<file path="config.mk">
export PLATFORM = sky130hd
export DESIGN_NAME = ppm_capability
export DESIGN_NICKNAME = d
export VERILOG_FILES = /design/src/ppm_pkg.sv /design/src/ppm_cfg_decode.sv /design/src/ppm_csr_ctrl.sv /design/src/ppm_capability.sv
export VERILOG_INCLUDE_DIRS = /design/src
export SDC_FILE = /design/constraint.sdc
export NUM_CORES = 1
export LEC_CHECK = 0
export BUFFER_PORTS_ARGS = -buffer_cell sky130_fd_sc_hd__buf_2
export CAP_MARGIN = 20
export CORE_MARGIN = 8
export CORE_UTILIZATION = 37
export CTS_CLUSTER_DIAMETER = 30
export CTS_CLUSTER_SIZE = 20
export DETAILED_ROUTE_END_ITERATION = 8
export PLACE_DENSITY = 0.84
export SLEW_MARGIN = 25
export SYNTH_ARGS = -nofsm -noshare
export SYNTH_HDL_FRONTEND = slang
export SYNTH_SLANG_ARGS = --single-unit
</file>
<file path="constraint.sdc">
create_clock -name sys_clk -period 1.7 [get_ports sys_clk]
set_input_delay 0.34 -clock sys_clk [delete_from_list [all_inputs] [get_ports sys_clk]]
set_output_delay 0.34 -clock sys_clk [all_outputs]
set_load 0.05 [all_outputs]
</file>
<file path="src/ppm_defines.svh">
// Offsets, field positions, fixed values and reset values of the power-management capability
// Summary of operation
// - Read-only five-bit wake-source support field, D3cold..D0
// - Wake-source support reads fixed 0x09
// - State2 supported bit reads zero
// - State1 supported bit reads zero
// - Special-initialization bit reads zero
// - Wake-needs-clock bit reads zero
// - Interface version field reads 0x2
// - Local wake request sets wake event status
// - Host writing one clears wake status
// - Wake pin driven only when enabled
// - Host setting enable raises enable-set flag
// - Two-bit power state field, resets D0
// - Power state change raises change flag
// - Power state mirrored to local side
// - Host reaches registers only in satellite mode
`ifndef PPM_DEFINES_SVH
`define PPM_DEFINES_SVH
`define PPM_CAP_OFFSET 8'hDE
`define PPM_CSR_OFFSET 8'hE0
`define PPM_CAP_INDEX 6'h37
`define PPM_CSR_INDEX 6'h38
`define PPM_WSRC_VAL 5'h09
`define PPM_VER_VAL 3'h2
`define PPM_STAT_BIT 15
`define PPM_EN_BIT 8
`define PPM_PS_MSB 1
`define PPM_PS_RESET 2'h0
`endif

</file>
<file path="src/ppm_pkg.sv">
// Types of the power-management capability
package ppm_pkg;
   typedef enum logic [1:0] {
      PPM_D0 = 2'h0,
      PPM_D1 = 2'h1,
      PPM_D3HOT = 2'h3,
      PPM_D2 = 2'h2
   } ppm_pstate_t;
endpackage : ppm_pkg

</file>
<file path="src/ppm_cfg_decode.sv">
// Configuration-cycle address and byte-lane decode
`timescale 1ns/1ps
`include "ppm_defines.svh"
module ppm_cfg_decode (
   input wire logic satellite_mode,
   input wire logic cfg_rd,
   input wire logic cfg_wr,
   input wire logic [5:0] cfg_index,
   input wire logic [3:0] cfg_be,
   output logic cap_sel,
   output logic csr_sel,
   output logic rd_take,
   output logic wr_hi,
   output logic wr_lo
);
   always_comb begin
      cap_sel = (cfg_index == `PPM_CAP_INDEX);
      csr_sel = (cfg_index == `PPM_CSR_INDEX);
      rd_take = cfg_rd & satellite_mode;
      wr_hi = cfg_wr & satellite_mode & csr_sel & cfg_be[1];
      wr_lo = cfg_wr & satellite_mode & csr_sel & cfg_be[0];
   end
endmodule : ppm_cfg_decode

</file>
<file path="src/ppm_csr_ctrl.sv">
// Control/status word state and its local events
`timescale 1ns/1ps
`include "ppm_defines.svh"
module ppm_csr_ctrl (
   input wire logic sys_clk,
   input wire logic resetn,
   input wire logic wr_hi,
   input wire logic wr_lo,
   input wire logic [15:0] wdata,
   input wire logic local_wake_request,
   output logic wake_event_status_reg,
   output logic wake_enable_reg,
   output ppm_pkg::ppm_pstate_t power_state_field_reg,
   output logic enable_set_evt,
   output logic ps_change_evt,
   output logic wake_clear_evt
);
   logic clear_req;

   always_comb begin
      clear_req = wr_hi & wdata[`PPM_STAT_BIT];
      wake_clear_evt = clear_req & wake_event_status_reg & ~local_wake_request;
      enable_set_evt = wr_hi & wdata[`PPM_EN_BIT] & ~wake_enable_reg;
      ps_change_evt = wr_lo & (wdata[`PPM_PS_MSB:0] != power_state_field_reg);
   end

   // Set wins over a simultaneous clear
   always_ff @(posedge sys_clk) begin
      if (!resetn) begin
         wake_event_status_reg <= 1'b0;
      end else begin
         wake_event_status_reg <= local_wake_request | (wake_event_status_reg & ~clear_req);
      end
   end

   always_ff @(posedge sys_clk) begin
      if (!resetn) begin
         wake_enable_reg <= 1'b0;
      end else if (wr_hi) begin
         wake_enable_reg <= wdata[`PPM_EN_BIT];
      end
   end

   always_ff @(posedge sys_clk) begin
      if (!resetn) begin
         power_state_field_reg <= ppm_pkg::ppm_pstate_t'(`PPM_PS_RESET);
      end else if (wr_lo) begin
         power_state_field_reg <= ppm_pkg::ppm_pstate_t'(wdata[`PPM_PS_MSB:0]);
      end
   end
endmodule : ppm_csr_ctrl

</file>
<file path="src/ppm_capability.sv">
// Power-management capability and control/status words seen by configuration cycles
`timescale 1ns/1ps
`include "ppm_defines.svh"
module ppm_capability (
   input wire logic sys_clk,
   input wire logic resetn,
   input wire logic satellite_mode,
   input wire logic cfg_rd,
   input wire logic cfg_wr,
   input wire logic [5:0] cfg_index,
   input wire logic [3:0] cfg_be,
   input wire logic [31:0] cfg_wdata,
   output logic [31:0] cfg_rdata_reg,
   output logic cfg_rvalid_reg,
   input wire logic local_wake_request,
   output logic wake_enable_set_flag_reg,
   output logic power_state_change_flag_reg,
   output logic wake_clear_flag_reg,
   output logic [1:0] local_power_state_mirror_reg,
   output logic wake_pin_o_reg,
   output logic wake_pin_oe_reg
);
   logic cap_sel;
   logic csr_sel;
   logic rd_take;
   logic wr_hi;
   logic wr_lo;
   logic wake_event_status;
   logic wake_enable;
   ppm_pkg::ppm_pstate_t power_state_field;
   logic enable_set_evt;
   logic ps_change_evt;
   logic wake_clear_evt;
   logic [15:0] power_capability_word;
   logic [15:0] power_control_status_word;
   logic [31:0] rd_next;

   ppm_cfg_decode u_decode (
      .satellite_mode(satellite_mode),
      .cfg_rd(cfg_rd),
      .cfg_wr(cfg_wr),
      .cfg_index(cfg_index),
      .cfg_be(cfg_be),
      .cap_sel(cap_sel),
      .csr_sel(csr_sel),
      .rd_take(rd_take),
      .wr_hi(wr_hi),
      .wr_lo(wr_lo)
   );

   ppm_csr_ctrl u_csr (
      .sys_clk(sys_clk),
      .resetn(resetn),
      .wr_hi(wr_hi),
      .wr_lo(wr_lo),
      .wdata(cfg_wdata[15:0]),
      .local_wake_request(local_wake_request),
      .wake_event_status_reg(wake_event_status),
      .wake_enable_reg(wake_enable),
      .power_state_field_reg(power_state_field),
      .enable_set_evt(enable_set_evt),
      .ps_change_evt(ps_change_evt),
      .wake_clear_evt(wake_clear_evt)
   );

   // Capability word: constant fields only, reserved positions zero
   always_comb begin
      power_capability_word = {
         `PPM_WSRC_VAL,
         1'b0,
         1'b0,
         3'h0,
         1'b0,
         1'b0,
         1'b0,
         `PPM_VER_VAL
      };
   end

   // Control/status word with reserved bits zero
   always_comb begin
      power_control_status_word = {
         wake_event_status,
         6'h00,
         wake_enable,
         6'h00,
         power_state_field
      };
   end

   // Capability sits in the upper lanes, control/status in the lower lanes
   always_comb begin
      rd_next = 32'h0000_0000;
      if (cap_sel) begin
         rd_next = {power_capability_word, 16'h0000};
      end else if (csr_sel) begin
         rd_next = {16'h0000, power_control_status_word};
      end
   end

   always_ff @(posedge sys_clk) begin
      if (!resetn) begin
         cfg_rdata_reg <= 32'h0000_0000;
         cfg_rvalid_reg <= 1'b0;
      end else begin
         cfg_rvalid_reg <= rd_take;
         if (rd_take) begin
            cfg_rdata_reg <= rd_next;
         end
      end
   end

   // Local event pulses, one cycle each
   always_ff @(posedge sys_clk) begin
      if (!resetn) begin
         wake_enable_set_flag_reg <= 1'b0;
         power_state_change_flag_reg <= 1'b0;
         wake_clear_flag_reg <= 1'b0;
      end else begin
         wake_enable_set_flag_reg <= enable_set_evt;
         power_state_change_flag_reg <= ps_change_evt;
         wake_clear_flag_reg <= wake_clear_evt;
      end
   end

   always_ff @(posedge sys_clk) begin
      if (!resetn) begin
         local_power_state_mirror_reg <= `PPM_PS_RESET;
      end else begin
         local_power_state_mirror_reg <= power_state_field;
      end
   end

   // Open-drain wake pin: low level, driven only while enabled
   always_ff @(posedge sys_clk) begin
      if (!resetn) begin
         wake_pin_o_reg <= 1'b0;
         wake_pin_oe_reg <= 1'b0;
      end else begin
         wake_pin_o_reg <= 1'b0;
         wake_pin_oe_reg <= wake_event_status & wake_enable;
      end
   end

   wake_src_ro_a: assert property (
      @(posedge sys_clk) disable iff (!resetn)
      (cfg_wr && cap_sel) ##[1:2] (cfg_rd && satellite_mode && cap_sel)
      |=> cfg_rdata_reg[31:27] == `PPM_WSRC_VAL)
      else $error("wake source field changed by a write");

   wake_src_val_a: assert property (
      @(posedge sys_clk) disable iff (!resetn)
      rd_take && cap_sel |=> cfg_rvalid_reg && cfg_rdata_reg[31:27] == `PPM_WSRC_VAL)
      else $error("wake source field wrong");

   state2_zero_a: assert property (
      @(posedge sys_clk) disable iff (!resetn)
      rd_take && cap_sel |=> !cfg_rdata_reg[26])
      else $error("state2 support bit set");

   state1_zero_a: assert property (
      @(posedge sys_clk) disable iff (!resetn)
      rd_take && cap_sel |=> !cfg_rdata_reg[25])
      else $error("state1 support bit set");

   spec_init_a: assert property (
      @(posedge sys_clk) disable iff (!resetn)
      rd_take && cap_sel |=> !cfg_rdata_reg[21])
      else $error("special init bit set");

   wake_clock_a: assert property (
      @(posedge sys_clk) disable iff (!resetn)
      rd_take && cap_sel |=> !cfg_rdata_reg[19])
      else $error("wake clock bit set");

   version_val_a: assert property (
      @(posedge sys_clk) disable iff (!resetn)
      rd_take && cap_sel |=> cfg_rdata_reg[18:16] == `PPM_VER_VAL)
      else $error("interface version wrong");

   wake_set_a: assert property (
      @(posedge sys_clk) disable iff (!resetn)
      local_wake_request |=> wake_event_status)
      else $error("wake request did not set status");

   wake_clear_a: assert property (
      @(posedge sys_clk) disable iff (!resetn)
      wr_hi && cfg_wdata[`PPM_STAT_BIT] && !local_wake_request
      |=> !wake_event_status && ($past(wake_event_status) == wake_clear_flag_reg))
      else $error("write one did not clear status");

   wake_keep_a: assert property (
      @(posedge sys_clk) disable iff (!resetn)
      wake_event_status && !(wr_hi && cfg_wdata[`PPM_STAT_BIT]) |=> wake_event_status)
      else $error("status lost without a clear");

   wake_block_a: assert property (
      @(posedge sys_clk) disable iff (!resetn)
      !wake_enable |=> !wake_pin_oe_reg)
      else $error("wake pin driven while disabled");

   enable_flag_a: assert property (
      @(posedge sys_clk) disable iff (!resetn)
      $rose(wake_enable) |-> wake_enable_set_flag_reg ##1 !wake_enable_set_flag_reg)
      else $error("enable set flag missing");

   pstate_store_a: assert property (
      @(posedge sys_clk) disable iff (!resetn)
      wr_lo |=> power_state_field == $past(cfg_wdata[1:0]))
      else $error("power state not stored");

   pstate_flag_a: assert property (
      @(posedge sys_clk) disable iff (!resetn)
      $past(resetn) && $changed(power_state_field) |-> power_state_change_flag_reg)
      else $error("power state change flag missing");

   mirror_a: assert property (
      @(posedge sys_clk) disable iff (!resetn)
      ##1 local_power_state_mirror_reg == $past(power_state_field))
      else $error("mirror does not follow power state");

   satellite_only_a: assert property (
      @(posedge sys_clk) disable iff (!resetn)
      !satellite_mode |=> !cfg_rvalid_reg && $stable(wake_enable) && $stable(power_state_field))
      else $error("access outside satellite mode");

   wake_drive_a: assert property (
      @(posedge sys_clk) disable iff (!resetn)
      wake_event_status && wake_enable |=> wake_pin_oe_reg && !wake_pin_o_reg)
      else $error("wake pin not driven");

   reserved_zero_a: assert property (
      @(posedge sys_clk) disable iff (!resetn)
      rd_take && csr_sel |=> cfg_rdata_reg[31:16] == 16'h0000
      && cfg_rdata_reg[14:9] == 6'h00 && cfg_rdata_reg[7:2] == 6'h00)
      else $error("reserved control bits not zero");

   reserved_cap_a: assert property (
      @(posedge sys_clk) disable iff (!resetn)
      rd_take && cap_sel |=> cfg_rdata_reg[15:0] == 16'h0000
      && cfg_rdata_reg[24:22] == 3'h0 && !cfg_rdata_reg[20])
      else $error("reserved capability bits not zero");

   wake_release_a: assert property (
      @(posedge sys_clk) disable iff (!resetn)
      !wake_event_status |=> !wake_pin_oe_reg)
      else $error("wake pin driven without status");

   set_wins_a: assert property (
      @(posedge sys_clk) disable iff (!resetn)
      local_wake_request && wr_hi && cfg_wdata[`PPM_STAT_BIT] |=> wake_event_status && !wake_clear_flag_reg)
      else $error("clear beat a simultaneous wake request");

   clear_flag_only_a: assert property (
      @(posedge sys_clk) disable iff (!resetn)
      wake_clear_flag_reg |-> $fell(wake_event_status))
      else $error("wake clear flag without a clear");

   enable_store_a: assert property (
      @(posedge sys_clk) disable iff (!resetn)
      wr_hi |=> wake_enable == $past(cfg_wdata[`PPM_EN_BIT]))
      else $error("wake enable not stored");

   enable_hold_a: assert property (
      @(posedge sys_clk) disable iff (!resetn)
      !wr_hi |=> $stable(wake_enable))
      else $error("wake enable changed without a write");

   enable_flag_only_a: assert property (
      @(posedge sys_clk) disable iff (!resetn)
      wake_enable_set_flag_reg |-> wake_enable && !$past(wake_enable))
      else $error("enable set flag without a rise");

   pstate_hold_a: assert property (
      @(posedge sys_clk) disable iff (!resetn)
      !wr_lo |=> $stable(power_state_field))
      else $error("power state changed without a write");

   pstate_flag_only_a: assert property (
      @(posedge sys_clk) disable iff (!resetn)
      power_state_change_flag_reg |-> $changed(power_state_field))
      else $error("power state flag without a change");

   rvalid_pulse_a: assert property (
      @(posedge sys_clk) disable iff (!resetn)
      rd_take |=> cfg_rvalid_reg)
      else $error("read answer missing");

   rvalid_idle_a: assert property (
      @(posedge sys_clk) disable iff (!resetn)
      !rd_take |=> !cfg_rvalid_reg)
      else $error("read answer without a read");

   rdata_hold_a: assert property (
      @(posedge sys_clk) disable iff (!resetn)
      !rd_take |=> $stable(cfg_rdata_reg))
      else $error("read data changed without a read");

   access_gate_a: assert property (
      @(posedge sys_clk) disable iff (!resetn)
      !satellite_mode |-> !wr_hi && !wr_lo && !rd_take)
      else $error("access decoded outside satellite mode");

   cap_write_a: assert property (
      @(posedge sys_clk) disable iff (!resetn)
      cfg_wr && cap_sel |-> !wr_hi && !wr_lo)
      else $error("capability write reached control state");

   csr_write_a: assert property (
      @(posedge sys_clk) disable iff (!resetn)
      wr_hi || wr_lo |-> csr_sel)
      else $error("write decoded outside control word");
endmodule : ppm_capability

</file>
Word level (Yosys, flattened, before mapping)
Cells that the tools add are included.
{"block": "totals", "register_bits": 43, "input_bits": 48, "output_inout_bits": 40, "word_cells": 32}
{"block": "op_classes", "n_eq_ne": 3, "muxes": 2, "n_bitwise": 17}
{"cell": "two-way mux 31 bit", "count": 1}
{"cell": "two-way mux 16 bit", "count": 1}
{"cell": "bitwise AND 1 bit", "count": 13}
{"cell": "equality test 6 bit (second input constant)", "count": 2}
{"cell": "inverter 1 bit", "count": 3}
{"cell": "!= test 2 bit", "count": 1}
{"cell": "OR 1 bit", "count": 1}

Depth between registers and ports, before layout
Gate-level depths: netlist of the first run.
{"block": "depth", "ltp_word": 7, "mapped_depth": 4, "depth_no_buf": 3}

Hierarchy
A second synthesis of the first run with hierarchy kept.
{"block": "hier_totals", "cells_unflattened": 93, "hier_area_um2": 914.6}
{"mod": "ppm_capability", "instances": 1, "cells_per_inst": 64, "area_each_um2": 666.9, "seq_area_each_um2": 240.2}
{"mod": "ppm_csr_ctrl", "instances": 1, "cells_per_inst": 18, "area_each_um2": 183.9, "seq_area_each_um2": 80.1}
{"mod": "ppm_cfg_decode", "instances": 1, "cells_per_inst": 11, "area_each_um2": 63.8, "seq_area_each_um2": 0.0}

Least setup slack after synthesis of the first run
OpenSTA, ideal clock, no wires.
{"block": "synth_timing", "kind": "register to output", "start": "reg cfg_rdata_reg[27]", "end": "out cfg_rdata_reg[27]", "t_arrival_ns": 0.933, "t_required_ns": 1.360, "path_slack_ns": 0.427, "stages_incl_launch_ff": 2, "n_path_buf": 1, "path_cell_list": "dfxtp_1 > buf_4"}
{"item": "from (decl)", "line_no": "ppm_capability.sv:13", "source": "output logic [31:0] cfg_rdata_reg,"}
{"item": "from (signal assigned)", "line_no": "ppm_capability.sv:108", "source": "cfg_rdata_reg <= rd_next;"}
No word-level cell between the ends.

==> results of run 1 <==
cells by family after synthesis:
| logic type | after synthesis | share of synthesized area, % |
|---|---|---|
| other | 1 | 0.445 |
| DFF | 16 | 38.0 |
| muxes | 3 | 3.56 |
| and+or+nand+nor | 33 | 23.4 |
| xor gates and xnor gates | 2 | 2.08 |
| AOI/OAI and AO/OA | 6 | 5.79 |
| buffers and inverters | 32 | 26.7 |
stage by stage:
stage	utilization, %	std cells	hold WS, ns
after floorplan	-	118	0.434
after global placement	41.5	147	0.436
after detailed placement	41.5	147	0.449
after CTS	42.5	150	0.306
after global routing	42.5	150	0.320
final	42.5	150	0.309
routing by layer:
metal / wire, um / share of wire [%] / vias to the layer above / GRT usage (%)
met5: 0 / 0 / - / 0
met4: 25 / 1.4 / 0 / 3.62
met3: 221 / 12 / 4 / 5.05
met2: 872 / 49 / 31 / 15.2
met1: 669 / 37 / 282 / 8.24
li1: - / - / 315 / -
power breakdown:
part	internal, uW	total [uW]	switching [uW]
Combinational	26.9	185	158
Clock	82.1	189	107
Sequential	377	379	2.06
Total	486	753	267
layout make-up:
| type | instances | area (um^2) | area share, % |
|---|---|---|---|
| inverters | 2 | 7.51 | 0.805 |
| flip-flops and latches | 16 | 320 | 34.4 |
| repair buffers | 31 | 155 | 16.6 |
| well taps | 28 | 35.0 | 3.76 |
| clock buffers | 3 | 22.5 | 2.42 |
| multi-input cells | 70 | 392 | 42.0 |
worst max path at each step:
stage,startpoint,to,slack (ns)
global placement,cfg_index[0],u_csr.wake_event_status_reg,0.25
global route,cfg_rdata_reg[27],cfg_rdata_reg[17],0.37
detailed placement,cfg_index[0],u_csr.wake_event_status_reg,0.22
CTS,cfg_rdata_reg[27],cfg_rdata_reg[17],0.42
floorplan,cfg_rdata_reg[27],cfg_rdata_reg[27],0.43
finish,cfg_rdata_reg[27],cfg_rdata_reg[17],0.43
cell usage in the layout (no fill, tap or decap), types with 2 or more instances in the layout:
cell      count
and3_1        5
nand2_1      14
buf_2        31
nor3_1        2
dfxtp_1      16
nand4_1       4
xnor2_1       2
mux2i_1       3
conb_1       26
inv_1         2
clkbuf_4      3
a21boi_1      5
==> impl_metrics.env, run 1 <==
export IMPL_worst_r2r_setup_slack_ns=0.87
export IMPL_min_from="cfg_wdata[8]"
export IMPL_arrival_ns=0.93
export IMPL_drv_slew=0
export IMPL_placed_area_um2=910
export IMPL_io_buffer_count=31
export IMPL_cts_tree="built"
export IMPL_ys_flop_type="dfxtp_1"
export IMPL_antenna_found_initial=0
export IMPL_power_uw=753
export IMPL_finalSetupTns_ns=0
export IMPL_hold_end="wake_enable_set_flag_reg"
export IMPL_synthCells=93
export IMPL_avgSynthCellArea_um2=9.07
export IMPL_grt_max_degree=17
export IMPL_die_x_um=63.7
export IMPL_synth_area_leaders="dfxtp_1 38%, buf_4 25%, nand2_1 6.2%"
export IMPL_clk_latency_ns=0.28
export IMPL_antenna_left=0
export IMPL_r2r_end="power_state_change_flag_reg"
export IMPL_largest_reg_flops=5
export IMPL_ys_warnings_count=0
export IMPL_cp_required_ns=1.36
export IMPL_slowest_delay_ns=0.37
export IMPL_min_period_over_period_pct=74.5
export IMPL_die_height_um=63.7
export IMPL_power_density_mw_per_mm2=808
export IMPL_io_pins=88
export IMPL_worstSetupEndpointType="primary output"
export IMPL_crit_slowest_cell="dfxtp_1"
export IMPL_layout_min_cycle_time_ns=1.27
export IMPL_syn_cell_area_um2=843
export IMPL_synth_async_reset_ratio_pct=0
export IMPL_cts_buffers=3
export IMPL_final_layout_size_suffix_gt1_share_pct=30.3
export IMPL_cpLargestDelayFamily="flip-flops"
export IMPL_post_cts_setup_buffers=0
export IMPL_finish_net_count=172
export IMPL_setup_ws_ns=0.434
export IMPL_n_fill_cell=230
export IMPL_start_kind="register"
export IMPL_die_area_mm2=0.00406
export IMPL_synth_top_area_cell="dfxtp_1"
export IMPL_path_cells="buf_2"
export IMPL_setup_viol=0
export IMPL_critical_path_class="register to primary output"
export IMPL_ctsResizeCount=0
export IMPL_place_hpwl_um=1540
export IMPL_num_rows=17
export IMPL_yosys_area_top_type_share_pct=38.0
export IMPL_core_area_mm2=0.00219
export IMPL_rsz0062_at_grt="no"
export IMPL_critPathMaxFanout=4
export IMPL_cts_hold_buf=0
export IMPL_wl_per_cell_um=11.9
export IMPL_initial_core_util_pct=38.5
export IMPL_max_cap_viol_count=0
export IMPL_rr_startpoint="u_csr.power_state_field_reg[0]"
export IMPL_synth_seq_cells=16
export IMPL_area_delta_synth_final_pct=10.5
export IMPL_drt_first_pass_iters=2
export IMPL_grt_use_total_pct=8.72
export IMPL_via_per_inst=4.21
export IMPL_synth_most_common_cell="buf_4"
export IMPL_worstRegToRegCells=3
export IMPL_wirelength_um=1790
export IMPL_synth_seq_area_share_pct=38.0
export IMPL_place_ws_ns=0.219
export IMPL_hold_depth=3
export IMPL_root_buffer="clkbuf_4"
export IMPL_status="complete, no violations"
export IMPL_grt_pass1_vias=696
export IMPL_fmax_mhz=790
export IMPL_synth_edf_count=0
export IMPL_design_area_um2=932
export IMPL_gr_total_overflow=0
export IMPL_n_antenna_cell=0
export IMPL_synth_cell_types=21
export IMPL_holdCritPathClass="input pin to register"
export IMPL_clkTransAtPathRegs_ns=0.09
export IMPL_drt_iter0_drc=8
export IMPL_ctsLongestPathBuffers=2
export IMPL_gp_congestion=0.735
export IMPL_hold_viol=0
export IMPL_path_buf_inv=1
export IMPL_yosys_top_cells_count="28 x buf_4, 16 x dfxtp_1, 14 x nand2_1"
export IMPL_fin_skew_ns=0.00830
export IMPL_cp_depth=1
export IMPL_dr_total_vias=632
export IMPL_p_leak_uw=0.000496
export IMPL_h_tree_depth=1
export IMPL_clock_sinks=16
export IMPL_grt_pass1_wl_um=3040
export IMPL_ir_drop_mv=0.256
export IMPL_drcViolationCount=0
No activity file was read; power rests on OpenSTA's default activity.
==> inputs of run 2 (changes only) <==
--- a/config.mk
+++ b/config.mk
@@ -9,11 +9,11 @@
 export BUFFER_PORTS_ARGS = -buffer_cell sky130_fd_sc_hd__buf_2
 export CAP_MARGIN = 20
 export CORE_MARGIN = 8
-export CORE_UTILIZATION = 37
+export CORE_UTILIZATION = 34
 export CTS_CLUSTER_DIAMETER = 30
 export CTS_CLUSTER_SIZE = 20
 export DETAILED_ROUTE_END_ITERATION = 8
-export PLACE_DENSITY = 0.84
+export PLACE_DENSITY = 0.78
 export SLEW_MARGIN = 25
 export SYNTH_ARGS = -nofsm -noshare
 export SYNTH_HDL_FRONTEND = slang
==> constraint.sdc (replaced) <==
create_clock -name sys_clk -period 1.2 [get_ports sys_clk]
set_input_delay 0.24 -clock sys_clk [delete_from_list [all_inputs] [get_ports sys_clk]]
set_output_delay 0.24 -clock sys_clk [all_outputs]
set_load 0.05 [all_outputs]
==> impl_metrics.env, run 2 (same netlist as run 1, synthesis figures left out) <==
export IMPL_io_pins=88
export IMPL_grt_pass1_wl_um=2770
export IMPL_holdCritPathClass="input pin to register"
export IMPL_power_density_mw_per_mm2=1110
export IMPL_grt_max_degree=17
export IMPL_start_kind="register"
export IMPL_wirelength_um=1730
export IMPL_critical_path_class="register to primary output"
export IMPL_drt_first_pass_iters=3
export IMPL_root_buffer="clkbuf_4"
export IMPL_h_tree_depth=1
export IMPL_via_per_inst=4.08
export IMPL_dr_total_vias=629
export IMPL_min_period_over_period_pct=96.8
export IMPL_pwr_share_clk_pct=24.0
export IMPL_drt_iter0_drc=11
export IMPL_drv_slew=0
export IMPL_n_fill_cell=241
export IMPL_min_from="cfg_wdata[8]"
export IMPL_fin_skew_ns=0.000546
export IMPL_mostFrequentLayoutCells="31 x buf_2, 26 x conb_1, 16 x dfxtp_1"
export IMPL_cts_tree="built"
export IMPL_internal_power_uw=691
export IMPL_clkTransAtPathRegs_ns=0.08
export IMPL_antenna_left=0
export IMPL_gr_total_overflow=0
export IMPL_cp_required_ns=0.96
export IMPL_layout_min_cycle_time_ns=1.16
export IMPL_wl_per_cell_um=11.2
export IMPL_switching_share_pct=34.6
export IMPL_final_common_cell="buf_2"
export IMPL_final_layout_size_suffix_gt1_share_pct=31.5
export IMPL_rr_startpoint="u_csr.power_state_field_reg[1]"
export IMPL_cpLargestDelayFamily="flip-flops"
export IMPL_initial_core_util_pct=35.0
export IMPL_worstSetupEndpointType="primary output"
export IMPL_die_height_um=65.8
export IMPL_fmax_mhz=861
export IMPL_area_delta_synth_final_pct=12.6
export IMPL_startpoint="cfg_rdata_reg[27]"
export IMPL_cts_buffers=3
export IMPL_gp_congestion=0.687
export IMPL_slowest_delay_ns=0.37
export IMPL_clock_sinks=16
export IMPL_grt_use_total_pct=7.86
export IMPL_place_ws_ns=-0.0559
export IMPL_core_area_mm2=0.00241
export IMPL_critPathMaxFanout=4
export IMPL_largest_reg_flops=5
export IMPL_drcViolationCount=0
export IMPL_n_antenna_cell=0
export IMPL_power_frac_seq_pct=50.8
export IMPL_path_buf_inv=1
export IMPL_place_hpwl_um=1510
export IMPL_die_area_mm2=0.00433
export IMPL_ctsResizeCount=0
export IMPL_hold_viol=0
export IMPL_p_comb_share_pct=25.1
export IMPL_post_cts_setup_buffers=0
export IMPL_design_area_um2=950
export IMPL_grt_pass1_vias=648
export IMPL_p_leak_uw=0.000506
export IMPL_clk_latency_ns=0.27
export IMPL_path_cells="buf_2"
export IMPL_die_x_um=65.8
export IMPL_setup_viol=0
export IMPL_io_buffer_count=31
export IMPL_netSwitchingPower_uw=366
export IMPL_ir_drop_mv=0.469
export IMPL_setup_ws_ns=0.0382
export IMPL_ctsLongestPathBuffers=2
export IMPL_finish_net_count=174
export IMPL_max_cap_viol_count=0
export IMPL_placed_area_um2=927
export IMPL_finalSetupTns_ns=0
export IMPL_cts_hold_buf=0
export IMPL_rsz0062_at_grt="yes"
export IMPL_antenna_found_initial=0
export IMPL_crit_slowest_cell="dfxtp_1"
export IMPL_status="complete, no violations"
export IMPL_arrival_ns=0.92
export IMPL_power_uw=1060
export IMPL_num_rows=18
==> run 2: changes by cell type in the layout (fill, tap and decap cells not counted), sizes merged <==
cell  change
buf       +2
==> run 2: power groups by stage <==
stage	combinational (uW)	clock [uW]	sequential, uW
after global routing	281	292	539
after global placement	260	0	550
final	266	254	537
after CTS	263	266	538
after floorplan	278	0	555
after detailed placement	262	0	550
==> run 2: final timing paths <==
check	slack, ns	cells past startpoint	end
max	0.04	1	cfg_rdata_reg[30]
min	0.22	3	wake_enable_set_flag_reg
max reg2reg	0.34	3	power_state_change_flag_reg
min reg2reg	0.46	2	cfg_rdata_reg[8]
==> run 2: per-layer routing <==
layer  part of all wire (%)  vias up  track usage, %
met5                      0        -               0
met4                   0.69        0            2.45
met3                     13        2            3.56
met2                     43       37            13.0
met1                     43      271            8.75
li1                       -      319               -
==> run 2: cell type report <==
class,count,area [um^2],share of cell area (%)
Multi-Input combinational cell,70,392,41.2
Sequential cell,16,320,33.7
Timing Repair Buffer,33,170,17.9
Tap cell,30,37.5,3.95
Clock buffer,3,22.5,2.37
Inverter,2,7.51,0.791
==> run 2: worst min-delay path, delay by kind of cell <==
family | cells | cell delay (ns)
and+or+nand+nor | 2 | 0.11
buffers and inverters | 1 | 0.10
==> run 2: stage by stage <==
stage | hold slack (ns) | util, % | instances
floorplan | 0.355 | - | 118
global placement | 0.441 | 38.5 | 151
detailed placement | 0.450 | 38.5 | 151
CTS | 0.209 | 39.4 | 154
global route | 0.237 | 39.4 | 154
finish | 0.220 | 39.4 | 154
